[config.mk]
export PLATFORM = sky130hd
export DESIGN_NAME = status_led_top
export DESIGN_NICKNAME = d
export VERILOG_FILES = /design/src/hdl/led_pkg.sv /design/src/hdl/status_led_top.sv /design/src/hdl/flash_gen.sv /design/src/hdl/blink_gen.sv
export SDC_FILE = /design/constraint.sdc
export NUM_CORES = 1
export LEC_CHECK = 0
export ABC_AREA = 1
export BUFFER_PORTS_ARGS = -buffer_cell sky130_fd_sc_hd__buf_2
export CORE_MARGIN = 2
export CORE_UTILIZATION = 50
export CTS_CLUSTER_SIZE = 14
export DETAILED_ROUTE_END_ITERATION = 10
export GPL_TIMING_DRIVEN = 0
export PLACE_DENSITY = 0.72
export REMOVE_ABC_BUFFERS = 1
export SYNTH_ARGS = -nofsm -noshare
export SYNTH_HDL_FRONTEND = slang
export SYNTH_SLANG_ARGS = --single-unit
[constraint.sdc]
create_clock -name mclk_i -period 2.2 [get_ports mclk_i]
set_input_delay 0.33 -clock mclk_i [delete_from_list [all_inputs] [get_ports mclk_i]]
set_output_delay 0.33 -clock mclk_i [all_outputs]
set_load 0.01 [all_outputs]
[src/hdl/led_pkg.sv]
// Package: constants and types for the status indicator driver.
// Assumes a 20 MHz system clock.
package led_pkg;

  // Clock
  localparam int unsigned CLK_HZ = 20_000_000;

  // Blink rate 2.5 Hz: half period in cycles
  localparam int unsigned BLINK_MHZ = 2500;
  localparam int unsigned BLINK_HALF_CYC = CLK_HZ / (BLINK_MHZ * 2 / 1000);

  // Flash pattern timing in milliseconds
  localparam int unsigned FLASH_ON_MS = 200;
  localparam int unsigned FLASH_GAP_MS = 200;
  localparam int unsigned FLASH_OFF_MS = 1000;
  localparam int unsigned FLASH_ON_CYC = CLK_HZ / 1000 * FLASH_ON_MS;
  localparam int unsigned FLASH_GAP_CYC = CLK_HZ / 1000 * FLASH_GAP_MS;
  localparam int unsigned FLASH_OFF_CYC = CLK_HZ / 1000 * FLASH_OFF_MS;

  // Serial activity flash length
  localparam int unsigned ACT_MS = 50;
  localparam int unsigned ACT_CYC = CLK_HZ / 1000 * ACT_MS;

  // Alarm word
  localparam int unsigned ALARM_W = 16;
  localparam logic [15:0] ALARM_RST = 16'h0000;

  // Fieldbus states
  typedef enum logic [3:0] {
    FB_INIT = 4'b0001,
    FB_PREOP = 4'b0010,
    FB_SAFEOP = 4'b0100,
    FB_OP = 4'b1000
  } fb_state_t;

  // System boot states
  typedef enum logic [2:0] {
    SYS_BOOT = 3'b001,
    SYS_WAIT_FW = 3'b010,
    SYS_RUN = 3'b100
  } sys_state_t;

  // Flash sequencer states
  typedef enum logic [4:0] {
    FL_ON1 = 5'b00001,
    FL_GAP = 5'b00010,
    FL_ON2 = 5'b00100,
    FL_OFF = 5'b01000,
    FL_IDLE = 5'b10000
  } flash_state_t;

endpackage : led_pkg

[src/hdl/status_led_top.sv]
// Status indicator driver for the fieldbus slave interface.
// Assumes all inputs come from logic on mclk_i except serial activity,
// which is synchronised here.
//
// Operation
// - System indicator steady green while the fieldbus system runs.
// - System indicator alternates red and green awaiting firmware.
// - System indicator steady red while bootloader awaits second stage.
// - Error indicator blinks 2.5 Hz on invalid configuration.
// - Error indicator single flash on local error.
// - Host watchdog expiry counts as local error.
// - Sync error forces SAFE-OPERATIONAL and counts as local error.
// - Error indicator double flash on application watchdog; dark otherwise.
// - Run indicator: blink preop, single safeop, on op, off init.
// - Serial indicator flashes yellow during Modbus traffic, else off.
// - Alarm indicator blinks red while any alarm is active.
// - Hardware failure lights alarm steady red, overriding blink.
// - Multi-byte fieldbus values use little-endian byte order.
// - Alarm word reports each active alarm as its own bit.
`timescale 1ns/10ps
`default_nettype none
module status_led_top (
  // Clock, reset, enable
  input wire logic mclk_i,
  input wire logic rstn_i,
  input wire logic ce_i,
  // System boot state
  input wire logic [2:0] sys_state_i,
  input wire logic power_good_i,
  // Fieldbus state and error causes
  input wire logic [3:0] fb_state_i,
  input wire logic cfg_invalid_i,
  input wire logic local_change_i,
  input wire logic host_wdog_i,
  input wire logic sync_err_i,
  input wire logic app_wdog_i,
  input wire logic err_clear_i,
  // Serial activity, asynchronous
  input wire logic serial_act_i,
  // Alarms
  input wire logic [15:0] alarm_bits_i,
  input wire logic hw_fail_i,
  // Indicators
  output logic system_green_o,
  output logic system_red_o,
  output logic err_led_o,
  output logic run_led_o,
  output logic serial_led_o,
  output logic power_indicator_o,
  output logic alarm_indicator_o,
  // Fieldbus side
  output logic force_safeop_o,
  output logic [7:0] alarm_byte0_o,
  output logic [7:0] alarm_byte1_o
);

  ////////////////////////////////////////////////////////////////////////
  // Pattern sources

  logic blink;
  logic single_fl;
  logic double_fl;

  blink_gen u_blink (
    .mclk_i(mclk_i),
    .rstn_i(rstn_i),
    .ce_i(ce_i),
    .blink_o(blink)
  );

  flash_gen u_flash (
    .mclk_i(mclk_i),
    .rstn_i(rstn_i),
    .ce_i(ce_i),
    .double_i(1'b1),
    .single_o(single_fl),
    .double_o(double_fl)
  );

  ////////////////////////////////////////////////////////////////////////
  // Serial activity synchroniser and stretch

  logic act_s1;
  logic act_s2;
  logic act_s3;
  logic [31:0] act_cnt;
  logic [31:0] next_act_cnt;
  logic act_edge;

  assign act_edge = act_s2 ^ act_s3;

  // Each edge restarts the stretch so a burst stays lit throughout
  always_comb begin
    next_act_cnt = act_cnt;
    if (act_edge) begin
      next_act_cnt = led_pkg::ACT_CYC;
    end else if (act_cnt != 32'h0000_0000) begin
      next_act_cnt = act_cnt - 32'h0000_0001;
    end
  end

  // Two stages before logic; the third only delays for edge detection
  always_ff @(posedge mclk_i or negedge rstn_i) begin
    if (!rstn_i) begin
      act_s1 <= 1'b0;
      act_s2 <= 1'b0;
      act_s3 <= 1'b0;
    end else if (ce_i) begin
      act_s1 <= serial_act_i;
      act_s2 <= act_s1;
      act_s3 <= act_s2;
    end
  end

  always_ff @(posedge mclk_i or negedge rstn_i) begin
    if (!rstn_i) begin
      act_cnt <= 32'h0000_0000;
    end else if (ce_i) begin
      act_cnt <= next_act_cnt;
    end
  end

  ////////////////////////////////////////////////////////////////////////
  // Error class latch

  // Sticky local and watchdog errors: cause wins over clear
  logic local_err;
  logic next_local_err;
  logic app_err;
  logic next_app_err;
  logic local_cause;

  assign local_cause = local_change_i || host_wdog_i || sync_err_i;

  always_comb begin
    next_local_err = local_err;
    next_app_err = app_err;
    if (err_clear_i) begin
      next_local_err = 1'b0;
      next_app_err = 1'b0;
    end
    if (local_cause) begin
      next_local_err = 1'b1;
    end
    if (app_wdog_i) begin
      next_app_err = 1'b1;
    end
  end

  ////////////////////////////////////////////////////////////////////////
  // Indicator decode

  logic next_sys_green;
  logic next_sys_red;
  logic next_err;
  logic next_run;
  logic next_serial;
  logic next_alarm;
  logic next_force_safeop;
  logic any_alarm;

  assign any_alarm = |alarm_bits_i;

  always_comb begin
    next_sys_green = 1'b0;
    next_sys_red = 1'b0;
    if (power_good_i && !hw_fail_i) begin
      case (sys_state_i)
        led_pkg::SYS_RUN: begin
          next_sys_green = 1'b1;
        end
        led_pkg::SYS_WAIT_FW: begin
          next_sys_green = blink;
          next_sys_red = ~blink;
        end
        led_pkg::SYS_BOOT: begin
          next_sys_red = 1'b1;
        end
        default: begin
          next_sys_red = 1'b0;
        end
      endcase
    end
  end

  // Configuration error outranks the latched classes
  always_comb begin
    if (cfg_invalid_i) begin
      next_err = blink;
    end else if (next_app_err) begin
      next_err = double_fl;
    end else if (next_local_err) begin
      next_err = single_fl;
    end else begin
      next_err = 1'b0;
    end
  end

  always_comb begin
    next_force_safeop = sync_err_i ||
      (force_safeop_o && !err_clear_i);
    case (fb_state_i)
      led_pkg::FB_INIT: begin
        next_run = 1'b0;
      end
      led_pkg::FB_PREOP: begin
        next_run = blink;
      end
      led_pkg::FB_SAFEOP: begin
        next_run = single_fl;
      end
      led_pkg::FB_OP: begin
        next_run = 1'b1;
      end
      default: begin
        next_run = 1'b0;
      end
    endcase
    if (next_force_safeop) begin
      next_run = single_fl;
    end
  end

  always_comb begin
    // No blink gate: a short burst could fall wholly in a dark half
    next_serial = (act_cnt != 32'h0000_0000);
    if (hw_fail_i) begin
      next_alarm = 1'b1;
    end else if (any_alarm) begin
      next_alarm = blink;
    end else begin
      next_alarm = 1'b0;
    end
  end

  ////////////////////////////////////////////////////////////////////////
  // Output registers

  // Sticky error classes; only err_clear_i brings them back down
  always_ff @(posedge mclk_i or negedge rstn_i) begin
    if (!rstn_i) begin
      local_err <= 1'b0;
      app_err <= 1'b0;
    end else if (ce_i) begin
      local_err <= next_local_err;
      app_err <= next_app_err;
    end
  end

  // Request toward the fieldbus state machine, held until cleared
  always_ff @(posedge mclk_i or negedge rstn_i) begin
    if (!rstn_i) begin
      force_safeop_o <= 1'b0;
    end else if (ce_i) begin
      force_safeop_o <= next_force_safeop;
    end
  end

  // Indicators are registered so the pins never glitch on decode
  always_ff @(posedge mclk_i or negedge rstn_i) begin
    if (!rstn_i) begin
      system_green_o <= 1'b0;
      system_red_o <= 1'b0;
      err_led_o <= 1'b0;
      run_led_o <= 1'b0;
      serial_led_o <= 1'b0;
      power_indicator_o <= 1'b0;
      alarm_indicator_o <= 1'b0;
    end else if (ce_i) begin
      system_green_o <= next_sys_green;
      system_red_o <= next_sys_red;
      err_led_o <= next_err;
      run_led_o <= next_run;
      serial_led_o <= next_serial;
      power_indicator_o <= power_good_i;
      alarm_indicator_o <= next_alarm;
    end
  end

  ////////////////////////////////////////////////////////////////////////
  // Alarm word toward the fieldbus

  // Little-endian: lane 0 carries bits 7:0 and goes out first
  logic [7:0] alarm_lane [2];

  for (genvar lane = 0; lane < 2; lane++) begin : g_lane
    assign alarm_lane[lane] = alarm_bits_i[8*lane +: 8];
  end

  always_ff @(posedge mclk_i or negedge rstn_i) begin
    if (!rstn_i) begin
      alarm_byte0_o <= led_pkg::ALARM_RST[7:0];
      alarm_byte1_o <= led_pkg::ALARM_RST[15:8];
    end else if (ce_i) begin
      alarm_byte0_o <= alarm_lane[0];
      alarm_byte1_o <= alarm_lane[1];
    end
  end

endmodule : status_led_top
`default_nettype wire

[src/hdl/flash_gen.sv]
// Flash pattern generator: single or double flash, repeating.
// Assumes counts from led_pkg and a synchronous enable.
`timescale 1ns/10ps
`default_nettype none
module flash_gen (
  // Clock and reset
  input wire logic mclk_i,
  input wire logic rstn_i,
  input wire logic ce_i,
  // Control
  input wire logic double_i,
  // Pattern
  output logic single_o,
  output logic double_o
);

  led_pkg::flash_state_t state;
  led_pkg::flash_state_t next_state;
  logic [31:0] cnt;
  logic [31:0] next_cnt;

  always_comb begin
    next_state = state;
    next_cnt = cnt + 32'h0000_0001;
    case (state)
      led_pkg::FL_ON1: begin
        if (cnt >= led_pkg::FLASH_ON_CYC - 1) begin
          next_cnt = 32'h0000_0000;
          next_state = led_pkg::FL_GAP;
        end
      end
      led_pkg::FL_GAP: begin
        if (cnt >= led_pkg::FLASH_GAP_CYC - 1) begin
          next_cnt = 32'h0000_0000;
          next_state = led_pkg::FL_ON2;
        end
      end
      led_pkg::FL_ON2: begin
        if (cnt >= led_pkg::FLASH_ON_CYC - 1) begin
          next_cnt = 32'h0000_0000;
          next_state = led_pkg::FL_OFF;
        end
      end
      led_pkg::FL_OFF: begin
        if (cnt >= led_pkg::FLASH_OFF_CYC - 1) begin
          next_cnt = 32'h0000_0000;
          next_state = led_pkg::FL_ON1;
        end
      end
      default: begin
        next_cnt = 32'h0000_0000;
        next_state = led_pkg::FL_ON1;
      end
    endcase
  end

  always_ff @(posedge mclk_i or negedge rstn_i) begin
    if (!rstn_i) begin
      state <= led_pkg::FL_IDLE;
      cnt <= 32'h0000_0000;
    end else if (ce_i) begin
      state <= next_state;
      cnt <= next_cnt;
    end
  end

  // Long off gap separates repeats
  assign single_o = (state == led_pkg::FL_ON1);
  assign double_o = (state == led_pkg::FL_ON1) ||
    (double_i && (state == led_pkg::FL_ON2));

endmodule : flash_gen
`default_nettype wire

[src/hdl/blink_gen.sv]
// Square wave generator at the 2.5 Hz blink rate.
// Assumes counts from led_pkg and a synchronous enable.
`timescale 1ns/10ps
`default_nettype none
module blink_gen (
  // Clock and reset
  input wire logic mclk_i,
  input wire logic rstn_i,
  input wire logic ce_i,
  // Square wave
  output logic blink_o
);

  logic [31:0] cnt;
  logic [31:0] next_cnt;
  logic phase;
  logic next_phase;

  always_comb begin
    next_cnt = cnt + 32'h0000_0001;
    next_phase = phase;
    if (cnt >= led_pkg::BLINK_HALF_CYC - 1) begin
      next_cnt = 32'h0000_0000;
      next_phase = ~phase;
    end
  end

  always_ff @(posedge mclk_i or negedge rstn_i) begin
    if (!rstn_i) begin
      cnt <= 32'h0000_0000;
      phase <= 1'b0;
    end else if (ce_i) begin
      cnt <= next_cnt;
      phase <= next_phase;
    end
  end

  assign blink_o = phase;

endmodule : blink_gen
`default_nettype wire

# Yosys cells after proc, flatten, opt, wreduce, memory -nomap -nowiden
# Cells that the tools add are included.
# Widths: inputs -> output; s select.
[op_classes]
multipliers = 0
shifts = 0
eq_ne = 14
muxes = 26
add_sub_neg = 3
div = 0
order_cmp = 3
bitwise = 2
reduce_logical = 15
[ops]
columns = ["operator", "n"]
rows = [
  ["$mux 32", 5],
  ["$add 32x1->32 const B", 2],
  ["$ge 32x22->1 const B", 2],
  ["$pmux 32 s2", 1],
  ["$ge 32x25->1 const B", 1],
  ["$reduce_bool 32->1", 1],
  ["$sub 32x1->32 const B", 1],
  ["$mux 5", 4],
  ["$pmux 5 s4", 1],
  ["$reduce_or 16->1", 1],
  ["$mux 1", 12],
  ["$ne 2x1->1 const B", 4],
  ["$eq 5x1->1 const B", 1],
  ["$eq 5x2->1 const B", 1],
  ["$eq 5x3->1 const B", 1],
  ["$eq 5x4->1 const B", 1],
  ["$reduce_and 5->1", 1],
  ["$eq 4x2->1 const B", 1],
  ["$eq 4x3->1 const B", 1],
  ["$eq 4x4->1 const B", 1],
  ["$logic_or 1x1->1", 4],
  ["$pmux 1 s2", 2],
  ["$reduce_and 2->1", 2],
  ["$eq 3x1->1 const B", 1],
  ["9 further kinds", 11],
]
[totals]
memories = 0
mem_bits_rw = 0
romBits = 0
output_inout_bits = 24
ff_bits = 131
latchBits = 0
input_bits = 35
wordCells = 83

# Depth between registers and ports, before layout
[logic_depth]
depth_word = 6
ltp_mapped = 13
mapped_depth_nobuf = 12

# Cells and area by module
# A second synthesis with hierarchy kept.
[hier_totals]
hier_cells = 1062
area_unflattened_um2 = 7614.8
[by_module_without_submodules]
columns = ["mod", "cells_per_inst", "instances", "area_each_um2", "seq_area_each_um2"]
rows = [
  ["status_led_top", 513, 1, 3509.6, 1526.5],
  ["flash_gen", 325, 1, 2341.0, 927.1],
  ["blink_gen", 224, 1, 1764.2, 825.8],
]

# Worst setup path before layout
# OpenSTA, ideal clock, no wires.
[synth_path]
path_type = "reg-to-reg"
start = "register u_blink.cnt[0]"
end = "register u_blink.cnt[17]"
path_slack_ps = 541
arrival_time_ps = 1587
path_buffers = 1
t_required_ps = 2129
path_stages_with_launch = 11
setup_time_ps = 71
period_less_slack_ps = 1659
cell_sequence = "dfrtp_1 ha_1 and3_1 nand2_1 a21boi_1 o21ai_2 nand2_2 nand2_4 inv_2 buf_6 nor2_1"
[synth_between]
elab_chain_len = 2
elab_cells_between_ends = 3
classes_between = "add/sub (1); order compare (1); mux (1)"
[synth_lines]
columns = ["element", "line_no", "source"]
rows = [
  ["start: declaration", "blink_gen.sv:14", "logic [31:0] cnt;"],
  ["start signal: assignment", "blink_gen.sv:33", "cnt <= next_cnt;"],
  ["$add 32x1->32 / $ge 32x22->1 (equally long branches)", "blink_gen.sv:20, blink_gen.sv:22", ""],
  ["$mux 32 *", "blink_gen.sv:22", "if (cnt >= led_pkg::BLINK_HALF_CYC - 1) begin"],
]
# Every way passes the cells marked *; elsewhere a longest branch is shown, timed or not.
# A chain may end at the register's enable or synchronous reset.

# Worst setup path in the final report
[layout_path]
start = "register u_flash.cnt[0]"
end = "register u_flash.cnt[1]"
[layout_between]
elab_chain_len = 3
elab_cells_between_ends = 6
classes_between = "add/sub (1); order compare (2); mux (3)"
[layout_lines]
columns = ["element", "line_no", "source"]
rows = [
  ["start: declaration", "flash_gen.sv:19", "logic [31:0] cnt;"],
  ["start signal: assignment", "flash_gen.sv:63", "cnt <= next_cnt;"],
  ["$add 32x1->32, or another cell as far along", "flash_gen.sv:24", "next_cnt = cnt + 32'h0000_0001;"],
  ["$mux 32, on equally long branches", "--", ""],
  ["$pmux 32 s2 *", "flash_gen.sv:25", "case (state)"],
]
# Marked as above.

==> run summary <==
status = finished clean
Unique masters post-synth = 48
Power Total = 8.20 mW
total of max-cap violations = 0
die area = 0.0166 mm^2
Max Freq = 0.502 GHz
footprint of the multi-input gates = 0.00394 mm^2
ANT cells = 0
number of synthesized flops with an enable pin = 0
drc violations = 0
main combinational cell family by area after synthesis = simple AND/OR/NAND/NOR gates
number of instances in the placed design = 1254
post-synthesis compound-gate area fraction = 5.36%
most frequent cell after synthesis = nand2_1
total gr overflow = 0
Layout area overhead = 13.4%
Worst Max-Slew Pin Slew = 0.887 ns
Max Slew Vio Count = 0
top cells by area, synth = dfrtp_1, nand2_1, nor2_1
crit-path max FO = 21
cts bufs inserted = 17
fill count = 1386
Core Footprint = 0.0152 mm^2
Total Wirelength = 16700 um
Placed Instance Area = 0.00814 mm^2
Tcrit/Tclk final = 90.5%
synthesized area per cell = 7.49 um^2
WS Path Type = reg -> reg
total number of vias = 6654
IO Count = 59
worst hold slack = 0.105 ns
RSZ-0062 raised after global routing = no
Worst Hold Class = in -> reg
Detailed Route Iter0 Violations = 510
global-route wire length before repair = 29400 um
initial antenna violation count = 0
clock network power share = 36.8%
Die Width = 129 um
min setup slack post-route = 0.208 ns
Final Util = 58.0%
async set-reset flop share out of synthesis = 100%
pwr/cell area = 930 mW/mm^2
Initial Util = 51.1%
crit path DAT = 2.30 ns
dpl ws = -1.40 ns
Post-Layout Cell Count = 1287
WL per Instance = 13.0 um
YS warnings = 0
Finished Cell Area = 0.00881 mm^2
Flop pwr share = 36.7%
area taken by flip-flops and latches = 0.00328 mm^2
R2R depth = 12
setup TNS = 0 ns
# Post-CTS Setup Buffers = 0
flip-flop and latch count after synthesis = 131
Fin. Hold Viols = 0
crit path time final = 1.99 ns
sequential fraction of the synthesis area = 42.2%
Worst Hold Path Cells = 3
Synth Area in Simple Gates = 38.4%
Setup Skew = 0.00699 ns
clock sink count = 131
number of global-route vias before repair = 6336
port buffer count = 58
worst vdd ir = 692 uV
Yosys top cell area share = 41.9%
Leak Pwr = 4.48 nW
DP HPWL = 11500 um
endpoint type of the worst setup path = flop
CTS tree = yes
predominant post-synthesis flop cell = dfrtp_1
commonest cells in the netlist = nand2_1, nor2_1, dfrtp_1, inv_1, nand3_1
Cell Rows = 45
Post-Synth Adder-Cell Area = 0.644%
Yosys top cell by area = dfrtp_1
H-tree depth = 4
die height = 129 um
Comb pwr share = 26.5%
GPL Wtd Cong = 0.908
post-synthesis cell area = 0.00777 mm^2
iteration count of the initial detailed-routing pass = 5
Psw = 2.95 mW
Synth Instances = 1037
layout cells sized above 1 = 16.2%
CP required = 2.51 ns
Final setup viols = 0
Final ANT Viol Nets = 0
Tot GR Track Use = 21.9%
Int Power = 5.25 mW
crit start category = flop
largest net degree at the start of global routing = 72
headroom to the max-slew limit = 40.7%
Final #Nets = 1125
Post-Synth XOR/XNOR Area = 5.85%
mux contribution to synthesized area = 0%
Bufs on Longest Clock Path = 2
switching share of power = 36.0%
clk slew on worst S/H paths = 0.06 ns
Root Driver = clkbuf_16
worst skew pair latency = 0.42 ns
Vias/cell = 5.17
[power groups by stage]
stage               registers, mW  clock network, mW  logic [mW]
global placement             3.04                  0        2.09
detailed placement           3.04                  0        2.16
CTS                          3.00               3.06        2.17
finish                       3.01               3.02        2.17
global route                 3.06               3.18        2.46
floorplan                    3.00                  0        1.58
[area by class of cell]
type                       count  area share, %
multi-input combinational    779           44.7
tap                          188           2.67
clock buffer                  18           4.98
inverter                      96           4.17
sequential                   131           37.2
timing repair buffer          61           4.09
clock inverter                14           2.17
[timing repair]
action | 4_1_cts | 5_1_grt
resized for setup | 3 | 3
hold buffers | 1 | 0
endpoints found under the hold margin | 59 | 0
endpoints found under the setup margin | 79 | 11
[layer usage]
| metal | GRT usage, % | up-vias | wire length (um) |
|---|---|---|---|
| met3 | 4.41 | 22 | 666 |
| met4 | 6.39 | 0 | 248 |
| li1 | - | 3380 | - |
| met2 | 35.5 | 139 | 7800 |
| met1 | 30.1 | 3113 | 7970 |
| met5 | 0 | - | 0 |
[cell families after synthesis]
kind of cell	after synthesis
simple gates	659
flops	131
xor+xnor	51
fa+ha+maj	4
compound gates	65
buf+inv	127
[cell usage in the layout, fill, tap and decap left out, types with 2 or more instances in the layout]
| master | instances |
|---|---|
| a21oi_4 | 2 |
| nand2_1 | 330 |
| o21ai_1 | 6 |
| xnor2_1 | 14 |
| nor2_4 | 5 |
| nor3_1 | 15 |
| a21oi_1 | 10 |
| inv_6 | 5 |
| inv_8 | 3 |
| o22ai_1 | 3 |
| bufinv_16 | 3 |
| nand3_2 | 21 |
| buf_6 | 2 |
| xor2_1 | 36 |
| dfrtp_1 | 130 |
| ha_1 | 4 |
| o21ai_0 | 19 |
| buf_2 | 56 |
| clkinv_4 | 4 |
| nand4_1 | 34 |
| inv_1 | 91 |
| clkbuf_16 | 17 |
| inv_2 | 4 |
| nor4_1 | 5 |
| nand4_2 | 2 |
| nor2_2 | 5 |
| a31o_2 | 4 |
| or2_2 | 4 |
| nor2_1 | 164 |
| nand3_1 | 51 |
| o21ai_2 | 16 |
| nand2_2 | 11 |
| nand2_4 | 4 |
[flip-flops by register name, summed over array words and instances (netlist names), 5 cells and up]
| name | cells |
|---|---|
| alarm_byte1_o | 8 |
| u_flash.state | 5 |
| u_flash.cnt | 32 |
| act_cnt | 32 |
| u_blink.cnt | 32 |
| alarm_byte0_o | 8 |
[path summary, 6_finish.rpt]
check	startpoint	endpoint	slack [ns]
worst max-delay path	u_flash.cnt[0]	u_flash.cnt[1]	0.21
worst min-delay path	serial_act_i	act_s1	0.11
worst max register to register	u_flash.cnt[0]	u_flash.cnt[1]	0.21
worst min register to register	u_flash.state[4]	u_flash.state[4]	0.46
max in group asynchronous	rstn_i	act_cnt[16]	1.02
min in group asynchronous	rstn_i	alarm_byte1_o[5]	0.43
[critical path, cell delays in order, from the launching register on]
cell	delay (ns)
dfrtp_1	0.41
ha_1	0.19
nand2_1	0.11
nor2_2	0.21
nand3_1	0.11
nand2_1	0.08
nand3_1	0.08
nand2_1	0.07
nand2_1	0.08
nand2_4	0.11
nand2_4	0.22
nand3_1	0.14
nand2_1	0.06
Power figures use the tool's default switching activity.
